==> config.mk <==
export PLATFORM = sky130hd
export DESIGN_NAME = regulator_alt_voltage_regs
export DESIGN_NICKNAME = d
export VERILOG_FILES = /design/src/design/regulator_alt_voltage_pkg.sv /design/src/design/regulator_alt_voltage_regs.sv
export SDC_FILE = /design/constraint.sdc
export NUM_CORES = 1
export LEC_CHECK = 0
export BUFFER_PORTS_ARGS = -buffer_cell sky130_fd_sc_hd__buf_4
export CAP_MARGIN = 25
export CORE_ASPECT_RATIO = 0.7
export CORE_UTILIZATION = 35
export DETAILED_ROUTE_END_ITERATION = 10
export GPL_ROUTABILITY_DRIVEN = 0
export GPL_TIMING_DRIVEN = 1
export SYNTH_ARGS = -nofsm -noshare
export SYNTH_HDL_FRONTEND = slang
export SYNTH_SLANG_ARGS = --single-unit
==> constraint.sdc <==
create_clock -name mclk -period 16.61 [get_ports mclk]
set_input_delay 3.322 -clock mclk [delete_from_list [all_inputs] [get_ports mclk]]
set_output_delay 3.322 -clock mclk [all_outputs]
set_load 0.02 [all_outputs]
==> src/design/regulator_alt_voltage_pkg.sv <==
// shared constants for the alternate voltage register bank
package regulator_alt_voltage_pkg;
    // printed offsets are not multiples of four: indices, byte address = 4 * index
    localparam logic [7:0] REG4_IDX = 8'hBD;
    localparam logic [7:0] REG5_IDX = 8'hBE;
    localparam logic [7:0] REG6_IDX = 8'hBF;
    localparam int SLEEP_BIT = 7;
    localparam int CODE4_W = 7;
    localparam int CODE56_W = 6;
    localparam logic [7:0] CFG_RESET = 8'h00;
    // decoded output in units of 10 mV
    localparam logic [8:0] MV10_MIN = 9'h05A;
    localparam logic [8:0] MV10_MAX56 = 9'h168;
    localparam logic [8:0] STEP4_MV10 = 9'h002;
    localparam logic [8:0] STEP56_MV10 = 9'h005;
    localparam logic [5:0] CODE56_FIRST_STEP = 6'h03;
    localparam logic [5:0] CODE56_SAT = 6'h34;
    localparam logic [5:0] CODE56_SAT_HI = 6'h38;
    localparam logic [8:0] MV10_AT_FIRST_STEP = 9'h05F;
    localparam logic [1:0] HTRANS_NONSEQ = 2'h2;
    localparam logic [2:0] HSIZE_WORD = 3'h2;
endpackage

==> src/design/regulator_alt_voltage_regs.sv <==
// alternate voltage set registers for regulators four, five and six
// Functional notes
// - bit seven picks sleep, else normal
// - regulator four seven-bit code, 0.90 V base
// - five/six six-bit code, lowest three 0.90 V
// - code three 0.95 V, 50 mV steps
// - five/six saturate at 3.60 V
`timescale 1ns/1ns
module regulator_alt_voltage_regs (
    input wire logic mclk,
    input wire logic rst_n,
    input wire logic hsel,
    input wire logic [31:0] haddr,
    input wire logic [1:0] htrans,
    input wire logic hwrite,
    input wire logic [2:0] hsize,
    input wire logic [31:0] hwdata,
    input wire logic hready,
    output logic [31:0] hrdata,
    output logic hreadyout,
    output logic hresp,
    input wire logic alt_set_sel,
    output logic reg4_alt_sleep_sel,
    output logic [6:0] reg4_alt_voltage_code,
    output logic [8:0] reg4_alt_mv10,
    output logic reg5_alt_sleep_sel,
    output logic [5:0] reg5_alt_voltage_code,
    output logic [8:0] reg5_alt_mv10,
    output logic reg6_alt_sleep_sel,
    output logic [5:0] reg6_alt_voltage_code,
    output logic [8:0] reg6_alt_mv10
);
    logic [7:0] cfg_r [3];
    logic [7:0] cfg_nxt [3];
    logic wr_pend_r, wr_pend_nxt;
    logic [1:0] wr_idx_r, wr_idx_nxt;
    logic [31:0] hrdata_r, hrdata_nxt;
    logic [7:0] word_idx;
    logic hit;
    logic [1:0] idx;
    logic [6:0] full_code;
    logic [6:0] code_mask;
    logic [7:0] live [3];

    // bus qualification and field decode nets
    logic addr_phase;
    logic wr_take;
    logic rd_take;
    logic [31:0] rd_word;
    logic [2:0] sleep_live;
    logic [6:0] code4_live;
    logic [5:0] code56_live [2];
    logic [8:0] mv4;
    logic [8:0] mv56 [2];

    assign word_idx = haddr[9:2];
    assign hreadyout = 1'b1;
    assign hresp = 1'b0;
    assign hrdata = hrdata_r;

    // transfer qualification, taken at the end of the address phase
    assign addr_phase = hsel && hready && (htrans == regulator_alt_voltage_pkg::HTRANS_NONSEQ);
    assign wr_take = addr_phase && hwrite && hit;
    assign rd_take = addr_phase && !hwrite;

    // read mux sees a write still in its data phase; unmapped reads zero
    always_comb
    begin
        rd_word = 32'h0;
        if (hit)
        begin
            rd_word = {24'h0, cfg_nxt[idx]};
        end
    end

    always_comb
    begin
        hit = 1'b1;
        idx = 2'd0;
        case (word_idx)
            regulator_alt_voltage_pkg::REG4_IDX: idx = 2'd0;
            regulator_alt_voltage_pkg::REG5_IDX: idx = 2'd1;
            regulator_alt_voltage_pkg::REG6_IDX: idx = 2'd2;
            default: hit = 1'b0;
        endcase
        if (haddr[31:10] != 22'h0 || haddr[1:0] != 2'h0)
        begin
            hit = 1'b0;
        end
    end

    // field mask: reserved bit six of five/six holds zero
    always_comb
    begin
        code_mask = (wr_idx_r == 2'd0) ? 7'h7F : 7'h3F;
        full_code = hwdata[6:0] & code_mask;
    end

    always_comb
    begin
        wr_pend_nxt = 1'b0;
        wr_idx_nxt = wr_idx_r;
        hrdata_nxt = hrdata_r;
        for (int i = 0; i < 3; i++)
        begin
            cfg_nxt[i] = cfg_r[i];
        end
        if (wr_pend_r)
        begin
            cfg_nxt[wr_idx_r] = {hwdata[regulator_alt_voltage_pkg::SLEEP_BIT], full_code};
        end
        if (wr_take)
        begin
            wr_pend_nxt = 1'b1;
            wr_idx_nxt = idx;
        end
        if (rd_take)
        begin
            hrdata_nxt = rd_word;
        end
    end

    always_ff @(posedge mclk or negedge rst_n)
    begin
        if (!rst_n)
        begin
            for (int i = 0; i < 3; i++)
            begin
                cfg_r[i] <= regulator_alt_voltage_pkg::CFG_RESET;
            end
            wr_pend_r <= 1'b0;
            wr_idx_r <= 2'd0;
            hrdata_r <= 32'h0;
        end
        else
        begin
            cfg_r <= cfg_nxt;
            wr_pend_r <= wr_pend_nxt;
            wr_idx_r <= wr_idx_nxt;
            hrdata_r <= hrdata_nxt;
        end
    end

    // gate by alternate set select
    genvar g;
    generate
        for (g = 0; g < 3; g++)
        begin : gate_g
            assign live[g] = alt_set_sel ? cfg_r[g] : 8'h00;
        end
    endgenerate

    // split the gated words into their fields
    always_comb
    begin
        for (int i = 0; i < 3; i++)
        begin
            sleep_live[i] = live[i][regulator_alt_voltage_pkg::SLEEP_BIT];
        end
        code4_live = live[0][regulator_alt_voltage_pkg::CODE4_W-1:0];
        code56_live[0] = live[1][regulator_alt_voltage_pkg::CODE56_W-1:0];
        code56_live[1] = live[2][regulator_alt_voltage_pkg::CODE56_W-1:0];
    end

    // seven-bit code: linear from the base in 20 mV steps
    always_comb
    begin
        mv4 = regulator_alt_voltage_pkg::MV10_MIN
            + 9'(regulator_alt_voltage_pkg::STEP4_MV10 * 9'(code4_live));
    end

    // six-bit code: floor, 50 mV line, then saturation; one copy per regulator
    generate
        for (g = 0; g < 2; g++)
        begin : dec56_g
            logic sat_hit;
            logic step_hit;
            logic [8:0] step_v;

            always_comb
            begin
                sat_hit = (code56_live[g] == regulator_alt_voltage_pkg::CODE56_SAT)
                    || (code56_live[g] >= regulator_alt_voltage_pkg::CODE56_SAT_HI);
                step_hit = code56_live[g]
                    >= regulator_alt_voltage_pkg::CODE56_FIRST_STEP;
                step_v = regulator_alt_voltage_pkg::MV10_AT_FIRST_STEP
                    + 9'(regulator_alt_voltage_pkg::STEP56_MV10
                    * 9'(code56_live[g] - regulator_alt_voltage_pkg::CODE56_FIRST_STEP));
                if (sat_hit)
                begin
                    mv56[g] = regulator_alt_voltage_pkg::MV10_MAX56;
                end
                else if (step_hit && step_v > regulator_alt_voltage_pkg::MV10_MAX56)
                begin
                    mv56[g] = regulator_alt_voltage_pkg::MV10_MAX56;
                end
                else if (step_hit)
                begin
                    mv56[g] = step_v;
                end
                else
                begin
                    mv56[g] = regulator_alt_voltage_pkg::MV10_MIN;
                end
            end
        end
    endgenerate

    // gated fields to the regulator control
    assign reg4_alt_sleep_sel = sleep_live[0];
    assign reg5_alt_sleep_sel = sleep_live[1];
    assign reg6_alt_sleep_sel = sleep_live[2];
    assign reg4_alt_voltage_code = code4_live;
    assign reg5_alt_voltage_code = code56_live[0];
    assign reg6_alt_voltage_code = code56_live[1];
    assign reg4_alt_mv10 = mv4;
    assign reg5_alt_mv10 = mv56[0];
    assign reg6_alt_mv10 = mv56[1];
endmodule // regulator_alt_voltage_regs

==> impl_metrics.env, run 1 <==
export IMPL_violations="design-rule violations"
export IMPL_synthAdderAreaFrac=0.128
export IMPL_clk_pin_slew_ps=60
export IMPL_synth_top_area_cell="dfrtp_1"
export IMPL_period_needed_ps=10580
export IMPL_synth_mux_area_frac=0.0974
export IMPL_ys_seq_area_frac=0.237
export IMPL_rsz0062_at_grt="false"
export IMPL_start_kind="input pin"
export IMPL_synthTopCellsByArea="dfrtp_1, ha_1, mux2_2"
export IMPL_synth_area_per_cell_sq_um=8.96
export IMPL_cts_buffers_inserted=5
export IMPL_synth_simple_area_share=0.195
export IMPL_worstPathArrival_ps=7260
export IMPL_total_power_w=0.000482
export IMPL_synthTopCellsByCount="nand2_1, dfrtp_1, inv_1"
export IMPL_num_antenna_cells=0
export IMPL_fillCellCount=945
export IMPL_io_buffers=103
export IMPL_fin_skew_ps=4.39
export IMPL_synth_edf_count=0
export IMPL_start_util=0.370
export IMPL_relSlewSlack=0.527
export IMPL_cts_tree="done"
export IMPL_routed_wl_microns=9520
export IMPL_drive_gt1_frac=0.309
export IMPL_pwr_density_cell_mw_per_mm2=104
export IMPL_whs_ps=488
export IMPL_synth_xor_area_share=0.0521
export IMPL_setup_viol=0
export IMPL_netlist_area_sq_mm=0.00370
export IMPL_area_growth_pct=24.9
export IMPL_drc_errors=22
export IMPL_worst_pin_slew_ps=707
export IMPL_crit_chain="buf_4 -> nand2_1 -> inv_1 -> ha_1 -> nor3_1 -> xnor2_1 -> fa_1 -> ha_1 -> o21ai_0 -> or2_1 -> a211oi_2 -> o21ai_2 -> a311oi_1 -> buf_4"
export IMPL_cp_slowest_cell="ha_1"
export IMPL_nets=618
export IMPL_track_usage=0.180
export IMPL_synth_most_common_cell="nand2_1"
export IMPL_core_rowCount=30
export IMPL_multi_input_area_sq_mm=0.00251
export IMPL_synth_compound_area_frac=0.181
export IMPL_maxSlewViolCount=0
export IMPL_cpPeakStageDelay_ps=490
export IMPL_status="finished with violations"
export IMPL_clk_latency_ps=280
export IMPL_syn_inst=413
export IMPL_dr_pass1_iters=8
export IMPL_cts_setup_buffers=0
export IMPL_grt_overflow=0
export IMPL_regArea_sq_um=876
export IMPL_dp_hpwl_microns=7940
export IMPL_path_class="input pin to output port"
export IMPL_die_w_microns=125
export IMPL_vias=3277
export IMPL_total_leakage_power_nw=2.23
export IMPL_clk_path_buf_depth=2
export IMPL_hold_viol_final=0
export IMPL_ir_worst_vdd_v=0.0000428
export IMPL_ios=158
export IMPL_synth_seq_cells=35
export IMPL_maxCapViolations=0
export IMPL_drt_iter0_drc=219
export IMPL_period_share=0.637
export IMPL_tns_ps=0
export IMPL_synth_top_family_by_area="simple AND/OR/NAND/NOR gates"
export IMPL_clock_root_buffer="clkbuf_16"
export IMPL_drtAntennaViolNets=0
export IMPL_worstPathMaxFanout=31
export IMPL_grt_max_degree=36
export IMPL_grt_pass1_vias=3133
export IMPL_yosysWarnings=0
export IMPL_core_region_area_sq_mm=0.00998
export IMPL_cp_end_kind="output port"
export IMPL_yosysTopAreaCellShare=0.237
export IMPL_grt_pass1_wl_microns=15700
export IMPL_cts_resized=0
export IMPL_chipHeight_microns=88.0
export IMPL_ys_async_sr_fraction=1.00
export IMPL_viasPerCell=5.13
export IMPL_die_area_sq_mm=0.0110
export IMPL_max_freq_ghz=0.0945
export IMPL_hold_buffers=0
export IMPL_clock_sinks=35
export IMPL_synth_distinct_cells=69
export IMPL_hold_path_class="flop to flop"
export IMPL_antenna_found_initial=0
export IMPL_ys_flop_type="dfrtp_1"
export IMPL_htreeDepth=2
export IMPL_worst_ep_required_time_ps=13290
export IMPL_drt_wirelength_per_cell_microns=14.9
area by class of cell:
class | instances | area share
multi-input cells | 331 | 0.544
flip-flops and latches | 35 | 0.190
repair buffers | 103 | 0.167
well taps | 128 | 0.0347
inverters | 34 | 0.0276
clock buffers | 5 | 0.0271
clock inverters | 3 | 0.00948
per-layer routing:
metal | vias to the layer above | wire [microns] | GRT usage
li1 | 1617 | - | -
met1 | 1543 | 4930 | 0.264
met2 | 113 | 3920 | 0.276
met3 | 4 | 613 | 0.0367
met4 | 0 | 53 | 0.0277
met5 | - | 0 | 0
state kept, by name (all words and copies together) (netlist names):
register   cells
cfg_r         24
hrdata         8
wr_idx_r       2
wr_pend_r      1
placed cells by master (no fill, tap or decap), drive strengths merged, types with 3 or more instances in the layout:
cell type	n
o21bai	3
inv	34
o21a	11
nor2b	7
mux2	24
nor2	12
nand2	41
conb	27
dfrtp	35
a21oi	17
xnor2	17
nor4	8
nand3	13
xor2	5
fa	8
nor3b	4
clkbuf	5
ha	25
and2	17
a21o	3
o211ai	4
a211oi	9
nand4	5
mux2i	9
buf	103
a311oi	3
o21ai	17
nand2b	3
nor3	7
critical path: cells and delay by family:
family          cells  cell delay, ps
xor+xnor            1             370
simple gates        3             590
fa+ha+maj           3            1210
compound gates      4            1100
buf+inv             3             630
power breakdown:
| part | switching [W] | internal, W | total (W) |
|---|---|---|---|
| Combinational | 0.000170 | 0.000117 | 0.000287 |
| Clock | 0.0000350 | 0.0000707 | 0.000106 |
| Sequential | 0.00000209 | 0.0000870 | 0.0000891 |
stage by stage:
step / instance area, sq um / utilization / setup slack (ps) / instances
2_1_floorplan: 3790 / - / 6150 / 438
3_3_place_gp: 4450 / 0.446 / 6180 / 631
3_5_place_dp: 4450 / 0.446 / 6100 / 631
4_1_cts: 4620 / 0.463 / 6090 / 639
5_1_grt: 4620 / 0.463 / 5790 / 639
6_report: 4620 / 0.463 / 6030 / 639
logic make-up (layout without fill, tap and decap cells):
logic type | Yosys count | in the layout
xor+xnor | 22 | 22
flops | 35 | 35
compound gates | 84 | 84
fa+ha+maj | 33 | 33
mux | 33 | 33
buf+inv | 72 | 145
simple gates | 132 | 132
other cells | 2 | 27
final timing paths:
kind / start / endpoint / slack (ps) / cells after the start
setup reg to reg: wr_idx_r[1]$_DFFE_PN0P_ / hrdata[3]$_DFFE_PN0P_ / 14800 / 5
hold / removal: cfg_r[6]$_DFF_PN0_ / cfg_r[6]$_DFF_PN0_ / 490 / 1
setup / recovery: alt_set_sel / reg5_alt_mv10[4] / 6030 / 14
hold reg to reg: cfg_r[6]$_DFF_PN0_ / cfg_r[6]$_DFF_PN0_ / 490 / 1
min in group asynchronous: rst_n / hrdata[5]$_DFFE_PN0P_ / 2990 / 1
max in group asynchronous: rst_n / cfg_r[12]$_DFF_PN0_ / 13310 / 1
(Power assumes the default switching activity.)
==> run 2, diff against run 1 <==
clock period = 9.5 ns   (was 16.61 ns; I/O delays follow)
==> run 2 against run 1 <==
Net effect:
- the run still ends with design-rule violations left
- clock power is 59% higher
- sequential share of layout area is 0.051 points higher
- die area stayed put
- critical endpoint unchanged
- largest power group unchanged
==> impl_metrics.env, run 2 (synthesized netlist as in run 1, its figures left out) <==
export IMPL_vias=3243
export IMPL_power_switching_w=0.000356
export IMPL_cellInternalPower_w=0.000468
export IMPL_htreeDepth=2
export IMPL_met3_usage=0.0312
export IMPL_cp_end_kind="output port"
export IMPL_relSlewSlack=0.522
export IMPL_ir_worst_vdd_v=0.0000874
export IMPL_total_leakage_power_nw=2.23
export IMPL_preCtsSetupSlack_ps=1800
export IMPL_track_usage=0.171
export IMPL_comb_power_share=0.605
export IMPL_worstHoldPathCells=1
export IMPL_gr_max_usage_layer="met2"
export IMPL_cts_setup_buffers=0
export IMPL_drive_gt1_frac=0.307
export IMPL_grt_pass1_wl_microns=14900
export IMPL_hold_path_class="flop to flop"
export IMPL_r2r_cells=5
export IMPL_final_util=0.462
export IMPL_finalWorstSetupSlack_ps=1800
export IMPL_start_kind="input pin"
export IMPL_drc_errors=22
export IMPL_clk_latency_ps=280
export IMPL_cts_buffers_inserted=5
export IMPL_largest_reg_flops=24
export IMPL_chipHeight_microns=88.0
export IMPL_dr_pass1_iters=8
export IMPL_clk_path_buf_depth=2
export IMPL_hold_buffers=0
export IMPL_io_buffers=103
export IMPL_drt_iter0_drc=215
export IMPL_worstPathArrival_ps=5800
export IMPL_period_share=0.811
export IMPL_clock_sinks=35
export IMPL_pwr_density_cell_mw_per_mm2=179
export IMPL_drtAntennaViolNets=0
export IMPL_nets=618
export IMPL_top_register="cfg_r"
export IMPL_maxCapViolations=0
export IMPL_antenna_found_initial=0
export IMPL_violations="design-rule violations"
export IMPL_cts_tree="done"
export IMPL_max_freq_ghz=0.130
export IMPL_status="finished with violations"
export IMPL_area_growth_pct=24.6
export IMPL_p_clk_frac=0.205
export IMPL_routed_wl_microns=9410
export IMPL_cts_resized=0
export IMPL_setup_viol=0
export IMPL_clock_root_buffer="clkbuf_16"
export IMPL_path_class="input pin to output port"
export IMPL_die_w_microns=125
export IMPL_worst_ep_required_time_ps=7600
export IMPL_worstPathMaxFanout=31
export IMPL_grt_pass1_vias=3005
export IMPL_worst_pin_slew_ps=715
export IMPL_core_region_area_sq_mm=0.00998
export IMPL_dp_hpwl_microns=7780
export IMPL_start_util=0.370
export IMPL_final_cell_mix="buf_4, nand2_1, dfrtp_1"
export IMPL_rsz0062_at_grt="false"
export IMPL_maxSlewViolCount=0
export IMPL_fin_skew_ps=3.03
export IMPL_switching_share=0.432
export IMPL_num_antenna_cells=0
export IMPL_clk_pin_slew_ps=50
export IMPL_gr_usage_met1=0.254
export IMPL_period_needed_ps=7700
export IMPL_drt_wirelength_per_cell_microns=14.7
export IMPL_grt_overflow=0
export IMPL_ios=158
export IMPL_hold_viol_final=0
export IMPL_core_rowCount=30
export IMPL_die_area_sq_mm=0.0110
export IMPL_tns_ps=0
export IMPL_p_seq_frac=0.189
export IMPL_grt_max_degree=36
export IMPL_final_common_cell="buf_4"
export IMPL_viasPerCell=5.08
export IMPL_grtUsageMet2=0.263
-- run 2: cell types whose count changed in the layout (fill, tap and decap cells not counted) --
cell,change
clkinv_2,-1
bufinv_16,-1
clkbuf_8,+2
clkinv_4,-1
clkbuf_1,+1
-- run 2: metrics by stage --
step | std cells | power, W | hold WS, ps | area, sq um
after floorplan | 438 | 0.000527 | 449 | 3790
after global placement | 631 | 0.000644 | 466 | 4450
after detailed placement | 631 | 0.000653 | 466 | 4450
after CTS | 639 | 0.000824 | 485 | 4610
after global routing | 639 | 0.000878 | 521 | 4610
final | 639 | 0.000824 | 481 | 4610
-- run 2: worst max-delay path, cell delays in order --
cell and delay [ps]:
buf_4 260, nand2_1 200, inv_1 150, ha_1 260, nor3_1 90, xnor2_1 400, fa_1 490, ha_1 480
o21ai_0 150, or2_1 310, a211oi_2 400, o21ai_2 150, a311oi_1 340, buf_4 200
-- run 2: cell type report --
class                           instances  area (sq um)
Tap cell                              128           160
Clock buffer                            8           156
Inverter                               34           128
Sequential cell                        35           876
Multi-Input combinational cell        331          2510
Timing Repair Buffer                  103           773
Fill cell                             952          5380
-- run 2: final timing paths --
path                                    startpoint                     to  slack, ps
setup / recovery                       alt_set_sel       reg5_alt_mv10[4]       1800
hold / removal                 cfg_r[14]$_DFF_PN0_    cfg_r[14]$_DFF_PN0_        480
setup reg to reg           wr_idx_r[1]$_DFFE_PN0P_  hrdata[3]$_DFFE_PN0P_       7730
hold reg to reg                cfg_r[14]$_DFF_PN0_    cfg_r[14]$_DFF_PN0_        480
max in group asynchronous                    rst_n    cfg_r[18]$_DFF_PN0_       7620
min in group asynchronous                    rst_n  hrdata[7]$_DFFE_PN0P_       1560
-- run 2: power by group through the flow --
stage | Clock (W) | Sequential (W) | Combinational [W]
after floorplan | 0 | 0.000157 | 0.000370
after global placement | 0 | 0.000158 | 0.000486
after detailed placement | 0 | 0.000158 | 0.000494
after CTS | 0.000172 | 0.000156 | 0.000496
after global routing | 0.000178 | 0.000156 | 0.000544
final | 0.000169 | 0.000156 | 0.000499
-- run 2: per-layer routing --
metal	wire (microns)	up-vias
met3	768	8
met2	3830	139
met1	4750	1492
li1	-	1604
met5	0	-
met4	58	0
==> run 3, diff against run 2 <==
clock period = 6.4 ns   (was 9.5 ns; I/O delays follow)
==> run 3 against run 2 <==
Net effect:
- worst setup slack lost 1500 ps
- utilization is 1.0 points higher
- die area is the same
- the run still ends with design-rule violations left
- largest cell class unchanged
- cell area up 2.3%
- highest routed layer unchanged
==> impl_metrics.env, run 3 (synthesized netlist as in run 1, its figures left out) <==
export IMPL_relSlewSlack=0.467
export IMPL_critPathTopFamily="adder cells"
export IMPL_path_class="input pin to output port"
export IMPL_maxCapViolations=0
export IMPL_track_usage=0.177
export IMPL_drc_errors=22
export IMPL_grt_pass1_wl_microns=15500
export IMPL_dr_pass1_iters=9
export IMPL_cts_buffers_inserted=5
export IMPL_fin_skew_ps=5.37
export IMPL_rsz0062_at_grt="true"
export IMPL_worstPathMaxFanout=19
export IMPL_cp_slowest_cell="fa_1"
export IMPL_core_rowCount=30
export IMPL_fin_area_sq_mm=0.00471
export IMPL_hold_path_class="flop to flop"
export IMPL_clk_latency_ps=280
export IMPL_viasPerCell=5.08
export IMPL_violations="design-rule violations"
export IMPL_worstPathArrival_ps=4840
export IMPL_vias=3305
export IMPL_worst_ep_required_time_ps=5120
export IMPL_cts_resized=0
export IMPL_clk_pin_slew_ps=50
export IMPL_hold_buffers=0
export IMPL_worst_path_most_repeated_cell="buf_4"
export IMPL_final_cell_mix="buf_4, nand2_1, dfrtp_1"
export IMPL_num_antenna_cells=0
export IMPL_drtAntennaViolNets=0
export IMPL_grt_max_degree=36
export IMPL_die_w_microns=125
export IMPL_final_common_cell="buf_4"
export IMPL_status="finished with violations"
export IMPL_clock_sinks=35
export IMPL_drt_iter0_drc=165
export IMPL_drt_wirelength_per_cell_microns=14.9
export IMPL_largest_reg_flops=24
export IMPL_ios=158
export IMPL_start_util=0.370
export IMPL_fillCellCount=974
export IMPL_worst_pin_slew_ps=797
export IMPL_top_register="cfg_r"
export IMPL_period_needed_ps=6120
export IMPL_postPlaceCellArea_sq_mm=0.00453
export IMPL_area_growth_pct=27.4
export IMPL_clk_path_buf_depth=2
export IMPL_max_freq_ghz=0.163
export IMPL_setup_viol=0
export IMPL_dp_hpwl_microns=7940
export IMPL_core_region_area_sq_mm=0.00998
export IMPL_die_area_sq_mm=0.0110
export IMPL_period_share=0.957
export IMPL_grt_overflow=0
export IMPL_pwr_density_cell_mw_per_mm2=271
export IMPL_drive_gt1_frac=0.326
export IMPL_crit_buf_inv=4
export IMPL_chipHeight_microns=88.0
export IMPL_start_kind="input pin"
export IMPL_cts_setup_buffers=0
export IMPL_maxSlewViolCount=0
export IMPL_total_power_w=0.00128
export IMPL_htreeDepth=2
export IMPL_io_buffers=103
export IMPL_hold_viol_final=0
export IMPL_cp_end_kind="output port"
export IMPL_crit_chain="buf_4 -> nand2_1 -> inv_1 -> ha_1 -> nor3_1 -> xnor2_1 -> buf_4 -> fa_1 -> ha_1 -> nor2b_4 -> a221o_1 -> o311ai_4 -> o21ai_2 -> a311oi_1 -> buf_4"
export IMPL_clock_root_buffer="clkbuf_16"
export IMPL_nets=629
export IMPL_total_leakage_power_nw=2.29
export IMPL_routed_wl_microns=9690
export IMPL_antenna_found_initial=0
export IMPL_ir_worst_vdd_v=0.000115
export IMPL_grt_pass1_vias=3028
export IMPL_cts_tree="done"
export IMPL_cpPeakStageDelay_ps=470
[run 3: changes by cell type in the layout (fill, tap and decap cells not counted), sizes merged]
| cell | delta |
|---|---|
| bufinv | +1 |
| buf | +11 |
| clkbuf | -2 |
| clkinv | +1 |
[run 3: metrics by stage]
step	setup slack [ps]	util	hold WS, ps	instances	TNS [ps]
floorplan	28.8	-	449	438	0
global placement	348	0.454	466	642	0
detailed placement	289	0.454	468	642	0
CTS	289	0.472	491	650	0
global route	-13.3	0.472	498	650	-13.3
finish	278	0.472	484	650	0
[run 3: area by class of cell]
| type | instances | area (sq um) | area share |
|---|---|---|---|
| multi-input cells | 331 | 2520 | 0.535 |
| flip-flops and latches | 35 | 876 | 0.186 |
| repair buffers | 114 | 856 | 0.182 |
| well taps | 128 | 160 | 0.0340 |
| clock buffers | 6 | 139 | 0.0295 |
| inverters | 34 | 128 | 0.0271 |
| clock inverters | 2 | 35.0 | 0.00743 |
[run 3: report_power, final]
group | switching, W | internal, W | total [W]
clock network | 0.0000895 | 0.000193 | 0.000283
registers | 0.00000552 | 0.000226 | 0.000231
logic | 0.000441 | 0.000321 | 0.000762
total | 0.000536 | 0.000740 | 0.00128
[run 3: path summary, 6_finish.rpt]
kind	from	end	slack, ps	cells after the start
max in group asynchronous	rst_n	wr_idx_r[1]$_DFFE_PN0P_	5140	1
hold / removal	hrdata[5]$_DFFE_PN0P_	hrdata[5]$_DFFE_PN0P_	480	2
min in group asynchronous	rst_n	cfg_r[6]$_DFF_PN0_	950	1
hold reg to reg	hrdata[5]$_DFFE_PN0P_	hrdata[5]$_DFFE_PN0P_	480	2
setup reg to reg	wr_idx_r[0]$_DFFE_PN0P_	hrdata[3]$_DFFE_PN0P_	4620	5
setup / recovery	alt_set_sel	reg5_alt_mv10[1]	280	15
[run 3: per-layer routing]
metal,global-route usage,wire [microns],part of all wire,vias to the layer above
met5,0,0,0,-
met4,0.0166,14,0.0014,0
met3,0.0379,557,0.058,2
met2,0.275,3880,0.40,119
met1,0.260,5240,0.54,1552
li1,-,-,-,1632
[run 3: tightest hold or removal path: cells and delay by family (launching register included)]
family | cells | cell delay, ps
AO/OA/AOI/OAI | 1 | 50
flip-flops | 1 | 340
AND/OR/NAND/NOR | 1 | 60
